### src/shared/dess_pkg.sv
// Constants and types shared by the drive enable safety supervisor
package dess_pkg;
	// Timing
	localparam int unsigned CLK_HZ    = 50_000_000;
	localparam int unsigned WIN_S     = 3;    // Supervision window, s
	localparam int unsigned WIN_CYC   = WIN_S * CLK_HZ;
	localparam int unsigned ENSEQ_MS  = 100;  // Enable sequencing delay
	localparam int unsigned ENSEQ_CYC = ENSEQ_MS * (CLK_HZ / 1000);
	localparam int unsigned CUR_PCT   = 25;   // Decay threshold, percent
	localparam int unsigned DIN_N     = 8;    // Routable digital inputs

	// Register byte offsets
	localparam logic [7:0] A_CTRL = 8'h00;
	localparam logic [7:0] A_STAT = 8'h04;
	localparam logic [7:0] A_TRIP = 8'h08;
	localparam logic [7:0] A_LOG  = 8'h0c;
	localparam logic [7:0] A_RST  = 8'h10;

	// Control field positions
	localparam int unsigned CTRL_QD_EN  = 0;
	localparam int unsigned CTRL_CF_EN  = 1;
	localparam int unsigned CTRL_QD_SEL = 4;
	localparam int unsigned CTRL_CF_SEL = 8;
	localparam int unsigned RST_BIT     = 0;

	// Status field positions
	localparam int unsigned ST_TC   = 0;
	localparam int unsigned ST_QD   = 1;
	localparam int unsigned ST_CF   = 2;
	localparam int unsigned ST_TRIP = 3;
	localparam int unsigned ST_GATE = 4;
	localparam int unsigned ST_CMD  = 5;
	localparam int unsigned ST_WIN  = 6;
	localparam int unsigned TR_ACT  = 8;

	// Trip codes and bus answers
	localparam logic [7:0] TRIP_NONE = 8'h00;
	localparam logic [7:0] TRIP_TC   = 8'h4b;
	localparam logic [7:0] TRIP_QD   = 8'h4a;
	localparam logic [7:0] TRIP_CUR  = 8'h48;
	localparam logic [7:0] TRIP_CF   = 8'h4e;
	localparam logic [1:0] RESP_OK   = 2'h0;
	localparam logic [1:0] RESP_ERR  = 2'h2;

	typedef struct packed {
		logic [2:0] cf_sel;  // Input routed to contactor_feedback
		logic [2:0] qd_sel;  // Input routed by quick_disable_route
		logic       cf_en;   // contactor_monitor_enable
		logic       qd_en;   // Quick-disable input in use
	} dess_ctrl_t;

	localparam dess_ctrl_t CTRL_RST = '0;

	typedef enum logic [1:0] {W_IDLE, W_START, W_RUN, W_STOP} dess_win_t;
endpackage

### src/logic/dess_supervisor.sv
// Drive enable supervisor: window checks, trips, AXI4-Lite registers
`timescale 1ns/100ps
// Summary of operation
// - Start needs cutoff, quick-disable closed within 3 s
// - Stop needs inputs open, current below 25%
// - Cutoff or speed sequence fault trips 75
// - Quick-disable state or routing fault trips 74
// - Missing current decay trips code 72
// - Trip logged, drive held off until reset
// - Feedback high when released, low when closed
// - Feedback late by 3 s trips 78
// - Contactor check only when enabled, routed input
// - Torque only while cutoff input is high
// - Quick-disable stops output under 650 us
// - Quick-disable works only when enabled, any routed input
// - Cutoff input state readable in status
// - Relay stuck closed after travel blocks next
// - Open cutoff switches all transistors off
// - Open cutoff blocks drive despite internal faults
// - Enable sequencing waits 100 ms after cutoff
module dess_supervisor #(
	parameter int unsigned WIN_CYC   = dess_pkg::WIN_CYC,   // 3 s window
	parameter int unsigned ENSEQ_CYC = dess_pkg::ENSEQ_CYC, // 100 ms
	parameter int unsigned CUR_W     = 12,                  // Current width
	parameter int unsigned CUR_FS    = 4095                 // Full scale
) (
	input  wire logic             i_core_clk,        // Core clock
	input  wire logic             i_rst_n,           // Async reset
	input  wire logic [7:0]       i_s_axi_awaddr,    // Write address
	input  wire logic             i_s_axi_awvalid,   // Write addr valid
	output logic                  o_s_axi_awready,   // Write addr ready
	input  wire logic [31:0]      i_s_axi_wdata,     // Write data
	input  wire logic [3:0]       i_s_axi_wstrb,     // Byte strobes
	input  wire logic             i_s_axi_wvalid,    // Write data valid
	output logic                  o_s_axi_wready,    // Write data ready
	output logic [1:0]            o_s_axi_bresp,     // Write response
	output logic                  o_s_axi_bvalid,    // Response valid
	input  wire logic             i_s_axi_bready,    // Response ready
	input  wire logic [7:0]       i_s_axi_araddr,    // Read address
	input  wire logic             i_s_axi_arvalid,   // Read addr valid
	output logic                  o_s_axi_arready,   // Read addr ready
	output logic [31:0]           o_s_axi_rdata,     // Read data
	output logic [1:0]            o_s_axi_rresp,     // Read response
	output logic                  o_s_axi_rvalid,    // Read data valid
	input  wire logic             i_s_axi_rready,    // Read data ready
	input  wire logic             i_torque_cutoff_input, // Pin, high=run
	input  wire logic [2:0]       i_speed_sel,       // Speed selection
	input  wire logic [7:0]       i_din,             // Routable inputs
	input  wire logic [CUR_W-1:0] i_motor_current,   // Current sample
	output logic                  o_gate_enable,     // Power stage on
	output logic                  o_contactor_cmd,   // Close contactor
	output logic                  o_tripped,         // Trip latched
	output logic [7:0]            o_trip_code        // Active trip code
);
	localparam int unsigned CW = $clog2(WIN_CYC);
	localparam int unsigned EW = $clog2(ENSEQ_CYC + 1);
	localparam int unsigned PW = dess_pkg::DIN_N + 4;
	localparam logic [CW-1:0] WIN_LAST = CW'(WIN_CYC - 1);
	localparam logic [EW-1:0] EN_DONE  = EW'(ENSEQ_CYC);
	localparam logic [CUR_W-1:0] CUR_TH =
		CUR_W'(CUR_FS * dess_pkg::CUR_PCT / 100);

	logic rs1_q, rst_n;
	logic [PW-1:0] s1_q, s2_q, s3_q, pin_q, pin_d;
	dess_pkg::dess_ctrl_t ctrl_q, ctrl_d;
	dess_pkg::dess_win_t  st_q, st_d;
	logic [CW-1:0] cnt_q, cnt_d, cf_cnt_q, cf_cnt_d;
	logic [EW-1:0] en_q, en_d;
	logic [2:0] spd, spdp_q;
	logic [7:0] din, code_q, code_d, wcode, set_code;
	logic [31:0] log_q, log_d;
	logic tc, qd_in, cf_in, qd_ok, qd_off, cur_low;
	logic start_met, stop_met, start_ev, stop_ev, sel_chg, expire;
	logic wset, cset, set_any, clr, mism;
	logic trip_q, trip_d, gate_q, gate_d, cmd_q, cmd_d;
	logic awf_q, awf_d, wf_q, wf_d, bv_q, bv_d, rv_q, rv_d, wr_go;
	logic aw_hs, w_hs, ar_hs;
	logic [7:0] awa_q, awa_d;
	logic [31:0] wd_q, wd_d, rd_q, rd_d;
	logic [3:0] ws_q, ws_d;
	logic [1:0] br_q, br_d, rr_q, rr_d;

	// Routed input selection, shared by both routing fields
	function automatic logic pick(input logic [7:0] v,
		input logic [2:0] s);
		return v[s];
	endfunction

	// Only five word offsets answer OKAY
	function automatic logic is_map(input logic [7:0] a);
		return a == dess_pkg::A_CTRL || a == dess_pkg::A_STAT ||
			a == dess_pkg::A_TRIP || a == dess_pkg::A_LOG ||
			a == dess_pkg::A_RST;
	endfunction

	// Reset release through two flops; assertion stays asynchronous
	always_ff @(posedge i_core_clk or negedge i_rst_n) begin
		if (!i_rst_n) begin
			rs1_q <= 1'b0;
			rst_n <= 1'b0;
		end else begin
			rs1_q <= 1'b1;
			rst_n <= rs1_q;
		end
	end

	// Pins change only once the last two stages agree (glitch filter)
	always_comb pin_d = (s2_q & s3_q) | (pin_q & (s2_q | s3_q));

	always_ff @(posedge i_core_clk or negedge rst_n) begin
		if (!rst_n) begin
			s1_q  <= '0;
			s2_q  <= '0;
			s3_q  <= '0;
			pin_q <= '0;
		end else begin
			s1_q  <= {i_torque_cutoff_input, i_speed_sel, i_din};
			s2_q  <= s1_q;
			s3_q  <= s2_q;
			pin_q <= pin_d;
		end
	end

	// Decoded conditions
	assign tc   = pin_q[PW-1];
	assign spd  = pin_q[PW-2 -: 3];
	assign din  = pin_q[dess_pkg::DIN_N-1:0];
	assign qd_in  = pick(din, ctrl_q.qd_sel);
	assign cf_in  = pick(din, ctrl_q.cf_sel);
	assign qd_ok  = !ctrl_q.qd_en || qd_in;
	assign qd_off = !ctrl_q.qd_en || !qd_in;
	assign cur_low   = i_motor_current < CUR_TH;
	assign start_met = tc && qd_ok;
	assign stop_met  = !tc && qd_off && cur_low;
	assign start_ev  = spd != 3'h0 && spdp_q == 3'h0;
	assign stop_ev   = spd == 3'h0 && spdp_q != 3'h0;
	assign sel_chg   = spd != 3'h0 && spdp_q != 3'h0 && spd != spdp_q;
	assign expire    = cnt_q == WIN_LAST;

	// Start and stop supervision windows
	always_comb begin
		st_d  = st_q;
		cnt_d = cnt_q + 1'b1;
		wset  = 1'b0;
		wcode = dess_pkg::TRIP_NONE;
		unique case (st_q)
			dess_pkg::W_IDLE: begin
				cnt_d = '0;
				if (start_ev)
					st_d = dess_pkg::W_START;
			end
			dess_pkg::W_START: begin
				if (stop_ev) begin
					st_d  = dess_pkg::W_STOP;
					cnt_d = '0;
				end else if (sel_chg) begin
					wset  = 1'b1;
					wcode = dess_pkg::TRIP_TC;
				end else if (start_met) begin
					st_d  = dess_pkg::W_RUN;
					cnt_d = '0;
				end else if (expire) begin
					wset  = 1'b1;
					wcode = !tc ? dess_pkg::TRIP_TC : dess_pkg::TRIP_QD;
				end
			end
			dess_pkg::W_RUN: begin
				cnt_d = '0;
				if (stop_ev)
					st_d = dess_pkg::W_STOP;
			end
			dess_pkg::W_STOP: begin
				if (start_ev) begin
					wset  = 1'b1;
					wcode = dess_pkg::TRIP_TC;
				end else if (stop_met) begin
					st_d  = dess_pkg::W_IDLE;
					cnt_d = '0;
				end else if (expire) begin
					wset = 1'b1;
					if (tc)
						wcode = dess_pkg::TRIP_TC;
					else if (!qd_off)
						wcode = dess_pkg::TRIP_QD;
					else
						wcode = dess_pkg::TRIP_CUR;
				end
			end
		endcase
		if (trip_q || wset) begin
			st_d  = dess_pkg::W_IDLE;
			cnt_d = '0;
		end
	end

	always_ff @(posedge i_core_clk or negedge rst_n) begin
		if (!rst_n) begin
			st_q   <= dess_pkg::W_IDLE;
			cnt_q  <= '0;
			spdp_q <= 3'h0;
		end else begin
			st_q   <= st_d;
			cnt_q  <= cnt_d;
			spdp_q <= spd;
		end
	end

	// Contactor command follows travel; feedback must be its inverse
	always_comb begin
		cmd_d = st_d == dess_pkg::W_START || st_d == dess_pkg::W_RUN;
		mism  = ctrl_q.cf_en && (cf_in == cmd_q);
		// timer restarts on every command change
		cf_cnt_d = (!mism || cmd_d != cmd_q || trip_q) ? '0 :
			cf_cnt_q + 1'b1;
		cset = mism && cf_cnt_q == WIN_LAST && !trip_q;
	end

	always_ff @(posedge i_core_clk or negedge rst_n) begin
		if (!rst_n) begin
			cmd_q    <= 1'b0;
			cf_cnt_q <= '0;
		end else begin
			cmd_q    <= cmd_d;
			cf_cnt_q <= cf_cnt_d;
		end
	end

	// Trip latch and log; a new trip beats a reset in the same cycle
	always_comb begin
		set_any  = !trip_q && (wset || cset);
		set_code = wset ? wcode : dess_pkg::TRIP_CF;
		trip_d   = trip_q;
		code_d   = code_q;
		log_d    = log_q;
		if (set_any) begin
			trip_d = 1'b1;
			code_d = set_code;
			log_d  = {log_q[23:0], set_code};
		end else if (clr && !wset && !cset) begin
			trip_d = 1'b0;
			code_d = dess_pkg::TRIP_NONE;
		end
	end

	always_ff @(posedge i_core_clk or negedge rst_n) begin
		if (!rst_n) begin
			trip_q <= 1'b0;
			code_q <= dess_pkg::TRIP_NONE;
			log_q  <= '0;
		end else begin
			trip_q <= trip_d;
			code_q <= code_d;
			log_q  <= log_d;
		end
	end

	// Output stage gating; no software path can hold it on
	always_comb begin
		if (!tc)
			en_d = '0;
		else
			en_d = (en_q == EN_DONE) ? en_q : en_q + 1'b1;
		// cutoff, quick-disable, trip
		// Next trip state, so the stage drops on the trip edge itself
		gate_d = tc && qd_ok && !trip_d && en_q == EN_DONE;
	end

	always_ff @(posedge i_core_clk or negedge rst_n) begin
		if (!rst_n) begin
			en_q   <= '0;
			gate_q <= 1'b0;
		end else begin
			en_q   <= en_d;
			gate_q <= gate_d;
		end
	end

	// Write channel: address and data taken in either order
	assign o_s_axi_awready = rst_n && !awf_q && !bv_q;
	assign o_s_axi_wready  = rst_n && !wf_q && !bv_q;
	assign aw_hs = i_s_axi_awvalid && o_s_axi_awready;
	assign w_hs  = i_s_axi_wvalid && o_s_axi_wready;

	always_comb begin
		awf_d  = awf_q || aw_hs;
		wf_d   = wf_q || w_hs;
		awa_d  = aw_hs ? i_s_axi_awaddr : awa_q;
		wd_d   = w_hs ? i_s_axi_wdata : wd_q;
		ws_d   = w_hs ? i_s_axi_wstrb : ws_q;
		bv_d   = bv_q && !i_s_axi_bready;
		br_d   = br_q;
		wr_go  = 1'b0;
		ctrl_d = ctrl_q;
		if (awf_d && wf_d && !bv_q) begin
			wr_go = 1'b1;
			awf_d = 1'b0;
			wf_d  = 1'b0;
			bv_d  = 1'b1;
			br_d  = is_map(awa_d) ? dess_pkg::RESP_OK : dess_pkg::RESP_ERR;
		end
		if (wr_go && awa_d == dess_pkg::A_CTRL) begin
			if (ws_d[0]) begin
				ctrl_d.qd_en  = wd_d[dess_pkg::CTRL_QD_EN];
				ctrl_d.cf_en  = wd_d[dess_pkg::CTRL_CF_EN];
				ctrl_d.qd_sel = wd_d[dess_pkg::CTRL_QD_SEL +: 3];
			end
			if (ws_d[1])
				ctrl_d.cf_sel = wd_d[dess_pkg::CTRL_CF_SEL +: 3];
		end
		clr = wr_go && awa_d == dess_pkg::A_RST && ws_d[0] &&
			wd_d[dess_pkg::RST_BIT];
	end

	always_ff @(posedge i_core_clk or negedge rst_n) begin
		if (!rst_n) begin
			awf_q  <= 1'b0;
			wf_q   <= 1'b0;
			awa_q  <= 8'h00;
			wd_q   <= 32'h0000_0000;
			ws_q   <= 4'h0;
			bv_q   <= 1'b0;
			br_q   <= dess_pkg::RESP_OK;
			ctrl_q <= dess_pkg::CTRL_RST;
		end else begin
			awf_q  <= awf_d;
			wf_q   <= wf_d;
			awa_q  <= awa_d;
			wd_q   <= wd_d;
			ws_q   <= ws_d;
			bv_q   <= bv_d;
			br_q   <= br_d;
			ctrl_q <= ctrl_d;
		end
	end

	// Read channel: one read under way, data one cycle after address
	assign o_s_axi_arready = rst_n && !rv_q;
	assign ar_hs = i_s_axi_arvalid && o_s_axi_arready;

	always_comb begin
		rv_d = rv_q && !i_s_axi_rready;
		rd_d = rd_q;
		rr_d = rr_q;
		if (ar_hs) begin
			rv_d = 1'b1;
			rd_d = '0;
			rr_d = is_map(i_s_axi_araddr) ? dess_pkg::RESP_OK :
				dess_pkg::RESP_ERR;
			case (i_s_axi_araddr)
				dess_pkg::A_CTRL: begin
					rd_d[dess_pkg::CTRL_QD_EN]       = ctrl_q.qd_en;
					rd_d[dess_pkg::CTRL_CF_EN]       = ctrl_q.cf_en;
					rd_d[dess_pkg::CTRL_QD_SEL +: 3] = ctrl_q.qd_sel;
					rd_d[dess_pkg::CTRL_CF_SEL +: 3] = ctrl_q.cf_sel;
				end
				dess_pkg::A_STAT: begin
					rd_d[dess_pkg::ST_TC]       = tc;
					rd_d[dess_pkg::ST_QD]       = qd_in;
					rd_d[dess_pkg::ST_CF]       = cf_in;
					rd_d[dess_pkg::ST_TRIP]     = trip_q;
					rd_d[dess_pkg::ST_GATE]     = gate_q;
					rd_d[dess_pkg::ST_CMD]      = cmd_q;
					rd_d[dess_pkg::ST_WIN +: 2] = st_q;
				end
				dess_pkg::A_TRIP: begin
					rd_d[7:0]              = code_q;
					rd_d[dess_pkg::TR_ACT] = trip_q;
				end
				dess_pkg::A_LOG: rd_d = log_q;
				default: rd_d = '0;
			endcase
		end
	end

	always_ff @(posedge i_core_clk or negedge rst_n) begin
		if (!rst_n) begin
			rv_q <= 1'b0;
			rd_q <= 32'h0000_0000;
			rr_q <= dess_pkg::RESP_OK;
		end else begin
			rv_q <= rv_d;
			rd_q <= rd_d;
			rr_q <= rr_d;
		end
	end

	assign o_s_axi_bvalid  = bv_q;
	assign o_s_axi_bresp   = br_q;
	assign o_s_axi_rvalid  = rv_q;
	assign o_s_axi_rdata   = rd_q;
	assign o_s_axi_rresp   = rr_q;
	assign o_gate_enable   = gate_q;
	assign o_contactor_cmd = cmd_q;
	assign o_tripped       = trip_q;
	assign o_trip_code     = code_q;
endmodule

### config.mk
export PLATFORM = sky130hd
export DESIGN_NAME = dess_supervisor
export DESIGN_NICKNAME = d
export VERILOG_FILES = /design/src/shared/dess_pkg.sv /design/src/logic/dess_supervisor.sv
export SDC_FILE = /design/constraint.sdc
export NUM_CORES = 1
export LEC_CHECK = 0
export ABC_AREA = 1
export BUFFER_PORTS_ARGS = -buffer_cell sky130_fd_sc_hd__clkbuf_2
export CORE_ASPECT_RATIO = 1.4
export CORE_UTILIZATION = 46
export CTS_CLUSTER_DIAMETER = 120
export DETAILED_ROUTE_END_ITERATION = 16
export PLACE_DENSITY_LB_ADDON = 0.12
export SLEW_MARGIN = 20
export SYNTH_ARGS = -nofsm -noshare
export SYNTH_HDL_FRONTEND = slang
export SYNTH_SLANG_ARGS = --single-unit
### constraint.sdc
create_clock -name i_core_clk -period 11.1 [get_ports i_core_clk]
set_clock_uncertainty 0.15 [all_clocks]
set_input_delay 0.555 -clock i_core_clk [delete_from_list [all_inputs] [get_ports i_core_clk]]
set_output_delay 0.555 -clock i_core_clk [all_outputs]
set_load 0.01 [all_outputs]
### After elaboration in Yosys (flattened, before gate mapping)

Index checks and enable logic that the tools add are counted.

| storage, ports and cells | value |
|---|---|
| flip-flop bits (word level) | 246 |
| latch bits | 0 |
| RAM bits | 0 |
| memory bits (read-only) | 0 |
| input bits | 83 |
| output and inout bits | 52 |
| memories kept | 0 |

| operators by class | value |
|---|---|
| add/sub/neg operators | 3 |
| multiply operators | 0 |
| divide/modulo/power cells | 0 |
| magnitude comparators | 3 |
| equal/unequal tests | 20 |
| shift-type cells | 0 |
| mux-type cells | 63 |
| bitwise operators | 4 |
| reductions and logical operators | 73 |

Operators with widths:

| operator | count |
|---|---|
| 28-bit two-way mux | 7 |
| 28-bit one-hot mux with 3 select lines | 1 |
| 28-bit by 1-bit adder with 28-bit output, second input constant | 2 |
| 28-bit equality test, second input constant | 2 |
| 7-bit two-way mux | 7 |
| 23-bit two-way mux | 2 |
| 8-bit by 4-bit equality test with 1-bit output, second input constant | 4 |
| 8-bit two-way mux | 4 |
| 1-bit logical AND | 31 |
| 2-bit two-way mux | 13 |
| 12-bit AND | 2 |
| 12-bit OR | 2 |
| 23-bit by 1-bit adder with 23-bit output, second input constant | 1 |
| 23-bit equality test, second input constant | 1 |
| 21-bit two-way mux | 1 |
| 1-bit logical OR | 17 |
| 8-bit by 3-bit equality test with 1-bit output, second input constant | 2 |
| 8-bit by 5-bit equality test with 1-bit output, second input constant | 2 |
| 8-bit zero test | 2 |
| 1-bit two-way mux | 16 |
| 2-bit one-hot mux with 4 select lines | 2 |
| 8-bit one-hot mux with 2 select lines | 1 |
| 1-bit zero test | 14 |
| 12-bit by 10-bit < comparator with 1-bit output, second input constant | 1 |
| other kinds (20) | 29 |

### Longest topological paths before layout

Gate-level depths: netlist of run 1.

| logic depth | value |
|---|---|
| depth after elaboration | 18 |
| mapped depth | 16 |

### Worst setup path before layout of run 1

Ideal clock, no wire load.

| timing | value |
|---|---|
| path type | flip-flop to flip-flop |
| from | register rst_n |
| to | register code_q[3], in the netlist o_trip_code[3] |
| data arrival time | 6.955 ns |
| slack | 3.852 ns |
| cell stages (with the launch flop) | 15 |
| path through | dfrtp_1 > inv_1 > nor3_2 > nand2_1 > buf_2 > nand2_1 > nand2_1 > nor2_1 > nand3_1 > nor3_2 > nand4_1 > clkinv_1 > nand2_1 > nand2_1 > o21ai_0 |

| between the ends | value |
|---|---|
| elaborated cells on any way between the ends | 21 |

RTL lines:

| what | RTL line | text |
|---|---|---|
| from (decl) | dess_supervisor.sv:63 | `logic rs1_q, rst_n;` |
| from (signal assigned) | dess_supervisor.sv:103 | `rst_n <= rs1_q;` |
| 1-bit logical AND (2 in a row) | dess_supervisor.sv:279 | `assign o_s_axi_awready = rst_n && !awf_q && !bv_q;` |
| named net o_s_axi_awready | dess_supervisor.sv:31 | `output logic o_s_axi_awready,` |
| 1-bit logical AND | dess_supervisor.sv:281 | `assign aw_hs = i_s_axi_awvalid && o_s_axi_awready;` |
| 8-bit two-way mux | dess_supervisor.sv:287 | `awa_d = aw_hs ? i_s_axi_awaddr : awa_q;` |
| named net awa_d[1] | dess_supervisor.sv:78 | `logic [7:0] awa_q, awa_d;` |
| 8-bit by 5-bit equality test with 1-bit output | dess_supervisor.sv:310 | `clr = wr_go && awa_d == dess_pkg::A_RST && ws_d[0] &&` |
| 1-bit logical AND (3 in a row) | dess_supervisor.sv:310 |  |
| 1-bit logical AND (2 in a row) | dess_supervisor.sv:239 | `end else if (clr && !wset && !cset) begin` |
| 2-bit nonzero test (no source line) | n/a |  |
| to (signal assigned) | dess_supervisor.sv:248 | `code_q <= dess_pkg::TRIP_NONE;` |
| to (signal assigned) | dess_supervisor.sv:252 | `code_q <= code_d;` |
| to (decl) | dess_supervisor.sv:70 | `logic [7:0] din, code_q, code_d, wcode, set_code;` |

The timed path passes the listed nets, and every way through them passes these cells.
A chain may end at the register's enable or synchronous reset.

### Worst setup path after layout of run 1

| timing | value |
|---|---|
| from | register cnt_q[0] |
| to | register cf_cnt_q[6] |

| between the ends | value |
|---|---|
| word-level cells in the longest chain between the ends | 14 |
| elaborated cells on any way between the ends | 17 |

Ends and longest elaborated chain:

| what | RTL line | text |
|---|---|---|
| from (decl) | dess_supervisor.sv:67 | `logic [CW-1:0] cnt_q, cnt_d, cf_cnt_q, cf_cnt_d;` |
| from (signal assigned) | dess_supervisor.sv:203 | `cnt_q <= cnt_d;` |
| 28-bit equality test (*) | dess_supervisor.sv:138 | `assign expire = cnt_q == WIN_LAST;` |
| 1-bit two-way mux (*) | dess_supervisor.sv:162, dess_supervisor.sv:179 |  |
| 1-bit two-way mux | dess_supervisor.sv:159 | `end else if (start_met) begin` |
| 1-bit two-way mux | dess_supervisor.sv:156 | `end else if (sel_chg) begin` |
| 1-bit two-way mux | dess_supervisor.sv:153 | `if (stop_ev) begin` |
| 1-bit one-hot mux with 2 select lines (*) | dess_supervisor.sv:146 | `unique case (st_q)` |
| 1-bit logical OR (*) | dess_supervisor.sv:190 | `if (trip_q \|\| wset) begin` |
| 2-bit two-way mux (*) | dess_supervisor.sv:190 |  |
| 2-bit by 1-bit equality test with 1-bit output / 2-bit equality test (equally long branches) | dess_supervisor.sv:210 | `cmd_d = st_d == dess_pkg::W_START \|\| st_d == dess_pkg::W_RUN;` |
| 1-bit logical OR (*) | dess_supervisor.sv:210 |  |
| 1-bit inequality test (*) | dess_supervisor.sv:213 | `cf_cnt_d = (!mism \|\| cmd_d != cmd_q \|\| trip_q) ? '0 :` |
| 1-bit logical OR (*) (2 in a row) | dess_supervisor.sv:213 |  |
| 28-bit two-way mux (*) | dess_supervisor.sv:213 |  |
| named net cf_cnt_d[6] | dess_supervisor.sv:67 |  |
| to (signal assigned) | dess_supervisor.sv:224 | `cf_cnt_q <= cf_cnt_d;` |
| to (decl) | dess_supervisor.sv:67 |  |

Mark *: on every way through the listed nets, which the timed path passes. The rest lies on a longest branch.

==> results summary, run 1 <==
In this run the worst path has a maximum fanout of 28. The switching fraction of total power came out at 25.2%. After clock tree synthesis, the clock-pin slew on the worst setup and hold paths is 0.07 ns. Global routing finished with a remaining overflow of 0.

The highest achievable clock rate came out at 344 MHz. The die height is 175 um. The count of maximum capacitance violations is 0.

The standard cell with the maximum stage delay on the critical path is sky130_fd_sc_hd__nand3_4. Post-CTS timing repair inserted 0 buffers for setup. The area growth from synthesis to layout is 15.6%. The total of hold buffers inserted after clock tree synthesis came out at 13. Synthesis inferred 209 register bits. The number of global-route vias before repair came out at 7476. The detailed router finished its first iteration with 313 violations.

For this run, the leading register cell type out of synthesis is sky130_fd_sc_hd__dfrtp_1. The largest total area in the synthesized netlist belongs to sky130_fd_sc_hd__dfrtp_1. The class of the worst hold path is register to asynchronous set/reset pin. The post-detailed-route DRC marker count is 5.

The total power divided by cell area came out at 159 mW/mm^2. Counting stages on the worst path, the most repeated cell is sky130_fd_sc_hd__nand3_4. The post-DP HPWL is 14600 um. TritonCTS built the clock tree.

Registers take 0.00523 sq mm. The share of power burned in combinational logic is 10.4%. Ranked by total cell area, the synthesized netlist is headed by sky130_fd_sc_hd__dfrtp_1, sky130_fd_sc_hd__nand2_1, sky130_fd_sc_hd__inv_1. The final number of setup-violating endpoints is 0. The placed instances occupy a cell area of 0.0105 sq mm. The number of non-filler instances in the completed layout is 1463.

The initial antenna violation count is 0. The cell area after synthesis is 0.00985 sq mm. The warning count from the yosys run is 0. The worst vdd rail ir drop is 0.145 mV. The core area came out at 0.0211 sq mm. The count of clock tree sinks is 209. The routing usage on met2 is 35.2%. The starting density of the core came out at 46.6%. The fill cell total of the finished layout came out at 1982. The post-synthesis area per instance is 9.17 sq um. The master cell of the clock root buffer is sky130_fd_sc_hd__clkbuf_16. The weighted congestion reported at the end of routability-driven placement is 0.807. The endpoint type of the worst setup path is a register. CTS built an H-tree with a depth of 1. The final-report max-slew violation count is 0. Counting flops with an async set or reset pin after synthesis yields a share of 100%. The met1 usage in global routing is 23.6%.

Subtracting the final worst setup slack from the clock period gives 2.91 ns. The number of placed instances with taps included is 1410. The final hold slack is 0.0657 ns. In this run the power spent charging and discharging nets is 0.457 mW. The maximum root-to-sink buffer count is 3.

The type of the worst setup path is register to register. The sum of routed wire length over all layers is 20300 um. Of the available clock period, the critical path in the final layout requires 26.2%. The ratio of cells with drive above 1 in the final layout came out at 19.0%. The total non-filler cell area in the finished layout came out at 0.0114 sq mm. The maximum cell stage delay along the critical path is 0.53 ns.

Setup repair after global routing left no endpoint under its margin. The source of the worst register-to-register timing path is cnt_q[0]$_DFF_PN0_. The via density per instance is 4.95. The worst setup path is launched from a register. The number of buffers inserted during clock tree synthesis came out at 22. The pin count of the biggest net entering global routing is 71. The number of nets at the end of the flow came out at 1274. The critical path data arrival time came out at 3.17 ns.

The portion of total power attributed to the clock network came out at 42.4%. The slew of the pin with the lowest slew margin came out at 0.881 ns. The sequential share of power came out at 47.2%. Dividing the detail-routed wire length by the instance count gives 13.9 um. The footprint of the multi-input gates came out at 0.00390 sq mm. The flow ran to the end, but the final reports show violations. The routing layer with the top usage in global route is met2. The internal power summed over all cells came out at 1.36 mW. The count of final hold-check violations came out at 0. Summed over its instances, the top area cell type makes up 53.1% of the synthesized netlist area.

Sequential cells were found to cover 53.1% of the synthesized design area. The die footprint is 0.0220 sq mm. By count the netlist is led by sky130_fd_sc_hd__nand2_1, sky130_fd_sc_hd__dfrtp_1, sky130_fd_sc_hd__inv_1. In the global route stage, met3 resource usage came out at 3.43%. The initialized floorplan defines 63 standard-cell rows. The number of gates resized after CTS was 0. The relative slew slack came out at 41.3%. The setup total negative slack came out at 0 ns.

The synthesized design contains 0 enable-type register cells. The number of distinct library cell variants in the gate-level netlist after synthesis came out at 54. 0 antenna diodes ended up in the layout. The total number of vias is 7245. The detail route stage leaves a number of antenna-violating nets equal to 0. In this run the worst setup path begins at cnt_q[0]$_DFF_PN0_. The first global-routing pass estimated 35000 um of wire. The number of buffers inserted by port buffering came out at 94.

The chip width is 126 um. The total power of the final layout is 1.81 mW. For this design the static power due to leakage is 5.11 nW. The most common cell in the synthesized netlist is sky130_fd_sc_hd__nand2_1. The number of top-level pins is 135. The number of cells produced by synthesis is 1074. The clock latency of the later-clocked register in the worst-skew pair came out at 0.52 ns. Global routing used 19.5% of the available tracks across all layers.

The required time at the endpoint of the critical path came out at 11.36 ns. The number of detailed-route iterations in the first pass is 10. The signal on the critical path passes through ha_1 > nand3_4 > nor3_4 > nand3_2 > a21oi_4 > nand2_4 > nand3_4 > a21oi_1 > nand3_1 > nand3_4 > nor2_1.

The final reports fail on DRC.
[final cells by class]
cell class	instances	share of cell area [%]
Timing Repair Buffer	112	5.60
Inverter	140	4.62
Tap cell	260	2.86
Clock inverter	9	1.23
Multi-Input combinational cell	702	34.2
Clock buffer	31	5.48
Sequential cell	209	46.0
[logic make-up after synthesis]
kind of cell | synth area share (%)
xor+xnor | 3.82
simple gates | 26.2
compound gates | 7.24
other cells | 0.0763
buf+inv | 7.80
flops | 53.1
fa+ha+maj | 1.73
[through the flow]
step                utilization (%)  setup slack, ns
floorplan                         -             3.85
global placement               49.7             8.13
detailed placement             49.7             8.11
CTS                            53.9             8.11
global route                   53.9             7.79
finish                         53.9             8.19
[critical path, delay by kind of cell (launching register included)]
family                     cells  cell delay, ns
DFF                            1            0.36
adders and majority gates      1            0.28
and+or+nand+nor                8            1.71
AOI/OAI and AO/OA              2            0.26
[sequential cells by signal, summed over array words and instances (netlist names), 2 cells and up]
register,flops
cf_cnt_q,28
log_q,16
s3_q,12
wd_q,8
spdp_q,3
s2_q,12
o_trip_code,4
pin_q,12
awa_q,8
s1_q,12
ctrl_q,8
o_s_axi_rdata,20
ws_q,2
cnt_q,28
st_q,2
en_q,23
[worst paths after layout]
check / endpoint / slack (ns) / cells after the start
min in group i_core_clk: o_s_axi_bvalid$_DFF_PN0_ / 0.07 / 2
worst max register to register: cf_cnt_q[6]$_DFF_PN0_ / 8.19 / 11
max in group asynchronous: o_s_axi_rdata[17]$_DFFE_PN0P_ / 8.81 / 2
worst max-delay path: cf_cnt_q[6]$_DFF_PN0_ / 8.19 / 11
worst min-delay path: cf_cnt_q[24]$_DFF_PN0_ / 0.07 / 0
worst min register to register: cf_cnt_q[24]$_DFF_PN0_ / 0.07 / 0
[layer usage]
metal  part of all wire [%]  up-vias
met4                    1.9        0
li1                       -     3665
met5                      0        -
met2                     51      115
met1                     43     3438
met3                    4.1       27
[placed cells by master, fill, tap and decap left out, types with 3 or more instances in the layout]
cell / synthesis / routed
sky130_fd_sc_hd__a21oi_1: 29 / 29
sky130_fd_sc_hd__a221oi_1: 4 / 4
sky130_fd_sc_hd__a31oi_1: 8 / 8
sky130_fd_sc_hd__buf_4: 18 / 5
sky130_fd_sc_hd__bufinv_16: 0 / 3
sky130_fd_sc_hd__clkbuf_1: 10 / 5
sky130_fd_sc_hd__clkbuf_16: 0 / 22
sky130_fd_sc_hd__clkbuf_2: 0 / 94
sky130_fd_sc_hd__clkbuf_8: 0 / 4
sky130_fd_sc_hd__conb_1: 2 / 15
sky130_fd_sc_hd__dfrtp_1: 209 / 208
sky130_fd_sc_hd__dlygate4sd3_1: 0 / 13
sky130_fd_sc_hd__ha_1: 4 / 4
sky130_fd_sc_hd__inv_1: 121 / 121
sky130_fd_sc_hd__inv_2: 18 / 18
sky130_fd_sc_hd__maj3_1: 12 / 12
sky130_fd_sc_hd__nand2_1: 218 / 218
sky130_fd_sc_hd__nand2_2: 11 / 11
sky130_fd_sc_hd__nand3_1: 37 / 37
sky130_fd_sc_hd__nand3_2: 7 / 7
sky130_fd_sc_hd__nand3_4: 4 / 4
sky130_fd_sc_hd__nand4_1: 20 / 20
sky130_fd_sc_hd__nor2_1: 101 / 101
sky130_fd_sc_hd__nor2_2: 8 / 8
sky130_fd_sc_hd__nor2_4: 24 / 24
sky130_fd_sc_hd__nor3_1: 35 / 35
sky130_fd_sc_hd__nor3_2: 10 / 10
sky130_fd_sc_hd__nor4_1: 13 / 13
sky130_fd_sc_hd__o21ai_0: 42 / 42
sky130_fd_sc_hd__o21ai_1: 14 / 14
sky130_fd_sc_hd__o22ai_1: 4 / 4
sky130_fd_sc_hd__o31ai_1: 7 / 7
sky130_fd_sc_hd__xnor2_1: 15 / 15
sky130_fd_sc_hd__xor2_1: 28 / 28
[power by group through the flow]
stage | logic (mW) | clock network, mW | registers, mW
detailed placement | 0.187 | 0 | 0.870
global route | 0.219 | 0.826 | 0.863
finish | 0.188 | 0.769 | 0.856
CTS | 0.192 | 0.794 | 0.857
floorplan | 0.128 | 0 | 0.874
global placement | 0.183 | 0 | 0.868
Power figures use the tool's default switching activity.
==> run 2, diff against run 1 <==
--- a/config.mk
+++ b/config.mk
@@ -5,7 +5,7 @@
 export SDC_FILE = /design/constraint.sdc
 export NUM_CORES = 1
 export LEC_CHECK = 0
-export ABC_AREA = 1
+export ABC_AREA = 0
 export BUFFER_PORTS_ARGS = -buffer_cell sky130_fd_sc_hd__clkbuf_2
 export CORE_ASPECT_RATIO = 1.4
 export CORE_UTILIZATION = 46
==> constraint.sdc (replaced) <==
create_clock -name i_core_clk -period 2.4 [get_ports i_core_clk]
set_clock_uncertainty 0.15 [all_clocks]
set_input_delay 0.12 -clock i_core_clk [delete_from_list [all_inputs] [get_ports i_core_clk]]
set_output_delay 0.12 -clock i_core_clk [all_outputs]
set_load 0.01 [all_outputs]
==> run 2 against run 1 <==
The run ends with setup timing left. Global-route usage is 3.8 points higher. Total power grew to 4.9 times the previous value. Combinational power grew to 8.2 times the previous value. Worst setup slack worse by 9.0 ns. Clock power grew to 4.4 times the previous value. Final cell count is 7.1% lower. Die area is 7.2% lower. Hold slack worse by 0.062 ns. Sequential cell count stayed put. Non-clock buffer count is 195 higher.
==> results summary, run 2 <==
The highest achievable clock rate came out at 311 MHz. TritonCTS built the clock tree. In the final layout, the registers with the most flip-flops are cf_cnt_q (28), cnt_q (28), en_q (23). The XOR/XNOR share of the synthesized area is 7.01%. The pre-antenna-repair detailed-routing pass consisted of 5 iterations. Across all register-to-register paths, the minimum setup slack is -0.82 ns. The number of nets at the end of the flow came out at 1184.

The starting density of the core came out at 47.3%. Leaving out fill and tap cells, the most frequent cell in the layout is sky130_fd_sc_hd__dfrtp_1. The cell area reported after detailed placement came out at 0.0110 sq mm. The total track usage came out at 23.3%.

The final worst-path cycle share is 134%. In this run the most critical hold path is launched from i_s_axi_wvalid. The die footprint is 0.0204 sq mm. The count of clock tree sinks is 209.

The number of top-level pins is 135. The chip width is 121 um. The part of the Yosys area used for sequential elements is 57.3%. The total non-filler cell area in the finished layout is 0.0131 sq mm. The checks that failed: setup timing.

The post-detailed-route DRC marker count is 0. The fraction of the mapped netlist area in simple logic gates came out at 15.5%. The ratio of cells with drive above 1 in the final layout came out at 39.2%. The weighted congestion reported at the end of routability-driven placement is 0.887.

The number of buffers inserted during clock tree synthesis is 22. The fraction of the mapped netlist area in compound gates is 7.94%. In the layout the commonest cells are sky130_fd_sc_hd__dfrtp_1, sky130_fd_sc_hd__buf_4, sky130_fd_sc_hd__clkbuf_2. The final hold slack is 0.00334 ns. In this run, the number of DRC markers left after iteration 0 of detailed routing was 312. The wire length of the first global-routing pass came out at 37800 um. The endpoint type of the worst setup path is a register. The pin count of the biggest net entering global routing is 144.

The final antenna diode count is 0. The number of cell rows is 60. The clock-pin transition on the worst setup and hold timing paths is 0.07 ns. The count of buffers added on input and output ports is 94.

The area growth from synthesis to layout came out at 43.7%. The number of global-route vias before repair is 7684. The total power divided by cell area is 679 mW/mm^2.

Measured against its own limit, the worst slew margin works out to 47.6%. The maximum net fanout on the critical path came out at 9. Once routing completed, OpenROAD measured the worst setup slack at -0.815 ns. The number of distinct library cell variants in the gate-level netlist after synthesis came out at 64.

The final-report max-slew violation count was 0. The die height came out at 169 um. The source of the worst register-to-register timing path is ctrl_q[5]$_DFFE_PN0P_. The worst vdd rail ir drop came out at 0.696 mV.

STA classifies the critical path startpoint as a register. Yosys attributes the largest share of cell area to sky130_fd_sc_hd__dfrtp_1, sky130_fd_sc_hd__mux2_2, sky130_fd_sc_hd__xor2_1. The count of final hold-check violations came to 0. The setup total negative slack is -45.44 ns. The post-synthesis register bit count is 209.

After Yosys synthesis, full adders, half adders and majority gates account for 1.86% of the synthesized area. Following the worst setup path forward leads to its endpoint at log_q[9]$_DFFE_PN0P_. The initial antenna violation count was 0.

The clock latency of the later-clocked register in the worst-skew pair came out at 0.52 ns. The total number of vias is 7174. sky130_fd_sc_hd__dfrtp_1 is the most common cell in the netlist. The class of the worst hold path is input pin to register. The total overflow left after global routing is 0. The post-synthesis area per instance came out at 11.5 sq um. The flow ran to the end, but the final reports show violations. The critical path data arrival time is 3.45 ns. By area, the combinational part of the netlist is dominated by simple AND/OR/NAND/NOR gates.

The cell area after synthesis is 0.00913 sq mm. The required time at the endpoint of the critical path is 2.64 ns. Setup violations remaining at the end of the flow were counted as 85.

The largest total area in the synthesized netlist belongs to sky130_fd_sc_hd__dfrtp_1. The number of synthesized flops with an enable pin is 0. The share of cell area taken by muxes after synthesis is 7.02%. The post-route antenna net violation count is 0. The via density per instance is 5.28.

Sorting the synthesized cells by how often they occur yields sky130_fd_sc_hd__dfrtp_1, sky130_fd_sc_hd__nor2_1, sky130_fd_sc_hd__nand2_1. CTS built an H-tree with a depth of 1. After synthesis, the share of flip-flops with an asynchronous set or reset is 100%. The slew of the pin with the lowest slew margin is 0.780 ns. The proportion of netlist area held by the largest area contributor is 57.3%. The warning count from the yosys run came out at 0.

For this design the static power due to leakage is 5.90 nW. Cells fill 68.0% of the core in the end. The count of maximum capacitance violations is 0.

Setup repair after global routing could not meet its margin everywhere. The core region is 0.0193 sq mm. The time the worst path needs with I/O delays and setup is 3.22 ns.

The root buffer cell chosen for the clock tree is sky130_fd_sc_hd__clkbuf_16. After technology mapping, the gate count stands at 794. The sum of routed wire length over all layers came out at 22800 um. The most used flip-flop cell after synthesis is sky130_fd_sc_hd__dfrtp_1. Counting cells, the worst reg-to-reg path comes to 8.

The maximum root-to-sink buffer count came out at 3. The endpoint identified for the worst register-to-register timing path is log_q[9]$_DFFE_PN0P_. The wire length per cell came out at 16.8 um.

Detailed placement finished with a half-perimeter wire length of 14800 um. The start point of the critical path is ctrl_q[5]$_DFFE_PN0P_. The critical path in this run is classified as register to register.
==> run 2: cell count changes in the layout (fill, tap and decap cells not counted), sizes merged, moves of 11 or more <==
cell / change
nand3: -11
xnor2: +19
xor2: +11
and3: +15
inv: -123
nor3: -35
nand2: -182
dlygate4sd3: +37
a22o: +12
and2: +23
buf: +157
o21ai: -39
nor2: -65
mux2: +38
==> run 2: critical path, stage by stage, from the launching register on <==
cell	delay, ns
sky130_fd_sc_hd__dfrtp_2	0.40
sky130_fd_sc_hd__mux4_2	0.51
sky130_fd_sc_hd__mux2_4	0.29
sky130_fd_sc_hd__or4b_4	0.49
sky130_fd_sc_hd__and2_4	0.16
sky130_fd_sc_hd__or4_4	0.43
sky130_fd_sc_hd__a21oi_4	0.19
sky130_fd_sc_hd__buf_12	0.16
sky130_fd_sc_hd__mux2_4	0.29
==> run 2: through the flow <==
step / std cells / power (mW) / setup slack [ns]
after floorplan: 807 / 4.75 / -1.62
after global placement: 1243 / 5.22 / -0.763
after detailed placement: 1243 / 5.27 / -0.833
after CTS: 1351 / 8.87 / -0.843
after global routing: 1359 / 9.26 / -0.899
final: 1359 / 8.90 / -0.815
==> run 2: cell families after synthesis <==
kind of cell | Yosys count
AO/OA/AOI/OAI | 111
adder cells (fa/ha/maj) | 16
AND/OR/NAND/NOR | 274
XOR/XNOR | 73
flip-flops | 209
buffers and inverters | 58
other | 2
multiplexers | 51
==> run 2: worst min-delay path by stage <==
stage	cells past startpoint	slack [ns]	to
floorplan	0	-0.33	rs1_q$_DFF_PN0_
global placement	1	-0.25	rs1_q$_DFF_PN0_
detailed placement	1	-0.24	rs1_q$_DFF_PN0_
CTS	3	0.01	wd_q[0]$_DFF_PN0_
global route	3	0.004	wd_q[0]$_DFF_PN0_
finish	3	0.003	wd_q[0]$_DFF_PN0_
==> run 2: area by class of cell <==
type	instances	area (sq um)
flip-flops and latches	209	5240
inverters	17	63.8
repair buffers	307	2460
fillers	1410	6180
clock inverters	10	116
clock buffers	28	593
multi-input cells	540	4330
well taps	248	310
==> run 2: report_power, final <==
| group | leakage, nW | internal [mW] | switching [mW] |
|---|---|---|---|
| registers | 2.69 | 3.82 | 0.187 |
| logic | 2.87 | 0.875 | 0.669 |
| clock network | 0.345 | 1.97 | 1.39 |
| total | 5.90 | 6.66 | 2.24 |
==> run 2: timing repair <==
item,CTS,global route
hold buffers,50,0
gates resized for setup,88,39
setup buffers,14,10
cloned,7,0
endpoints found under the setup margin,88,103
endpoints found under the hold margin,55,0
pin swaps,16,18
==> run 2: routing by layer <==
| layer | vias to the layer above | global-route usage, % | share of wire, % | wire [um] |
|---|---|---|---|---|
| met5 | - | 0 | 0 | 0 |
| met4 | 0 | 7.84 | 2.3 | 515 |
| met3 | 44 | 2.80 | 3.6 | 822 |
| met2 | 147 | 43.6 | 54 | 12400 |
| met1 | 3597 | 27.0 | 40 | 9050 |
| li1 | 3386 | - | - | - |
==> run 3, diff against run 2 <==
--- a/config.mk
+++ b/config.mk
@@ -12,6 +12,7 @@
 export CTS_CLUSTER_DIAMETER = 120
 export DETAILED_ROUTE_END_ITERATION = 16
 export PLACE_DENSITY_LB_ADDON = 0.12
+export SETUP_SLACK_MARGIN = 0.4
 export SLEW_MARGIN = 20
 export SYNTH_ARGS = -nofsm -noshare
 export SYNTH_HDL_FRONTEND = slang
==> run 3 against run 2 <==
The flow still finishes with violations (setup timing). Final cell count grew 0.29%. Clock power grew 4%. Sequential power barely moved. Global-route usage down 0.29 points. Non-clock buffer count is 5 higher. Largest cell class unchanged. Hold slack gained 0.016 ns. Via count decreased by 0.74%. Register-to-register slack improved by 0.04 ns.
==> results summary, run 3 (synthesis results as in run 2) <==
The sum of routed wire length over all layers came out at 22700 um. The maximum net fanout on the critical path came out at 9. The total non-filler cell area in the finished layout is 0.0133 sq mm. The post-DP HPWL is 14700 um. The die height came out at 169 um.

The maximum cell stage delay along the critical path came out at 0.51 ns. The class of the worst hold path is input pin to register. The total number of vias is 7121. The final reports fail on setup timing. The number of cells on the worst reg-to-reg path came out at 8. The number of buffers inserted during clock tree synthesis is 21. The share of power burned in combinational logic came out at 16.4%. The violation count after the first detailed-routing iteration came out at 394. The cell area reported after detailed placement is 0.0111 sq mm.

The required time at the endpoint of the critical path came out at 2.62 ns. The maximum root-to-sink buffer count came out at 3. The post-route antenna net violation count came out at 0. Net switching is 24.3% of the power.

The critical path goes through mux4_2 > mux2_4 > or4b_4 > and2_4 > or4_4 > a21oi_4 > buf_12 > mux2_4. The type of element launching the critical path is a register. Cells fill 68.7% of the core in the end. Input and output buffers added on the ports amount to 94. The run finished, with violations left. Dividing the detail-routed wire length by the instance count gives 16.6 um. The remaining global-route overflow came out at 0.

The share of total power dissipated in sequential elements is 44.7%. The die covers 0.0204 sq mm. The final-report max-slew violation count is 0. The highest achievable clock rate came out at 315 MHz.

At the worst endpoint, the arrival time is 3.39 ns. The worst setup slack after layout came out at -0.776 ns. The count of clock tree sinks came out at 209. The congestion estimate from routability-driven global placement came to 0.838. The total power of the final layout is 9.00 mW.

The number of global-route vias before repair is 7740. Clock-pin slew was measured on the worst setup and hold paths at 0.06 ns. The switching power of the nets came out at 2.19 mW.

The post-detailed-route DRC marker count came out at 0. The core area came out at 0.0193 sq mm. The worst vdd rail ir drop came out at 0.583 mV.

The portion of total power attributed to the clock network is 38.9%. Leaving out fill and tap cells, the most frequent cells in the layout are sky130_fd_sc_hd__dfrtp_1, sky130_fd_sc_hd__buf_4, sky130_fd_sc_hd__clkbuf_2. For this design the ratio of total power to cell area is 679 mW/mm^2. The most frequent cell on the critical path is sky130_fd_sc_hd__mux2_4. The count of maximum capacitance violations came out at 0. The slowest stage of the critical path belongs to the cell sky130_fd_sc_hd__mux4_2.

The number of detailed-route iterations in the first pass came out at 6. The time the worst path needs with I/O delays and setup came out at 3.18 ns. For the pin with the worst max-slew slack, the measured transition is 1.06 ns. 0 antenna diodes ended up in the layout. The worst pin sits at a relative slew slack of 29.6%.

In this run the number of H-tree levels came out at 1. The number of top-level pins came out at 135. The leakage dissipation is 6.00 nW.

The wire length of the first global-routing pass came out at 37500 um. The most frequent standard cell in the layout excluding fill and tap cells is sky130_fd_sc_hd__dfrtp_1. The clock tree from TritonCTS is yes. The count of final hold-check violations came out at 0. Setup repair after global routing could not meet its margin everywhere. The number of cell rows is 60.

The internal power summed over all cells is 6.81 mW. The final hold slack is 0.0193 ns. The initial utilization of the core area, before any placement, comes to 47.3%.

The ratio of cells with drive above 1 in the final layout is 41.8%. The worst slack at placement is -0.838 ns. The final worst-path cycle share is 132%. The chip width came out at 121 um.

The critical path is of the register to register type. The cell sitting at the root of the clock tree is a sky130_fd_sc_hd__clkbuf_16. Clock latency on the worst-skew pair, taken at its later pin, is 0.49 ns.

The worst hold path was traced through 5 stages. Setup violations remaining at the end of the flow were counted as 81. STA classifies the critical path endpoint as a register.

The pin count of the biggest net entering global routing is 184. The number of nets at the end of the flow came out at 1188. The initial antenna violation count is 0. The largest registers in the layout are cf_cnt_q (28), cnt_q (28), en_q (23). The total track usage came out at 23.0%. The area growth from synthesis to layout is 45.2%. The via density per instance is 5.22.
## run 3: area by class of cell
| cell class | count | area, sq um |
|---|---|---|
| clock buffers | 33 | 651 |
| clock inverters | 4 | 95.1 |
| fillers | 1397 | 6040 |
| inverters | 17 | 63.8 |
| multi-input cells | 540 | 4430 |
| flip-flops and latches | 209 | 5240 |
| well taps | 248 | 310 |
| repair buffers | 312 | 2460 |
## run 3: per-stage QoR
stage | setup TNS, ns | instances
2_1_floorplan | -74.63 | 807
4_1_cts | -43.46 | 1354
3_3_place_gp | -33.94 | 1245
5_1_grt | -54.27 | 1363
3_5_place_dp | -38.70 | 1245
6_report | -44.81 | 1363
## run 3: timing repair
action | in CTS | in global routing
hold endpoints to repair | 53 | 0
setup endpoints to repair | 124 | 255
pin swaps | 20 | 21
hold buffers | 44 | 0
setup buffers | 24 | 9
gates resized for setup | 105 | 43
cloned | 4 | 0
## run 3: routing by layer
metal / vias to the layer above / wire [um] / track usage [%]
li1: 3371 / - / -
met3: 50 / 735 / 2.80
met4: 0 / 569 / 6.98
met2: 149 / 12200 / 42.8
met1: 3551 / 9190 / 27.3
met5: - / 0 / 0
## run 3: power by group through the flow
stage	Clock [mW]	Combinational [mW]	Sequential, mW
after global routing	3.70	1.59	4.06
after detailed placement	0	1.20	4.06
after global placement	0	1.17	4.03
final	3.50	1.47	4.03
after CTS	3.57	1.41	4.02
after floorplan	0	0.668	4.08
## run 3: final timing paths
path	slack, ns	to	from
max reg2reg	-0.78	log_q[24]$_DFFE_PN0P_	ctrl_q[5]$_DFFE_PN0P_
min in group asynchronous	0.11	awa_q[4]$_DFF_PN0_	rst_n$_DFF_PN0_
min	0.02	o_s_axi_rdata[10]$_DFFE_PN0P_	i_s_axi_araddr[5]
min reg2reg	0.11	awa_q[4]$_DFF_PN0_	rst_n$_DFF_PN0_
max	-0.78	log_q[24]$_DFFE_PN0P_	ctrl_q[5]$_DFFE_PN0P_
max in group asynchronous	0.58	o_s_axi_rdata[2]$_DFFE_PN0P_	rst_n$_DFF_PN0_
## run 3: critical path, delay by kind of cell (launching register included)
kind	cells	cell delay (ns)
AOI/OAI and AO/OA	1	0.18
buffers and inverters	1	0.16
DFF	1	0.40
muxes	3	1.08
and+or+nand+nor	3	1.07
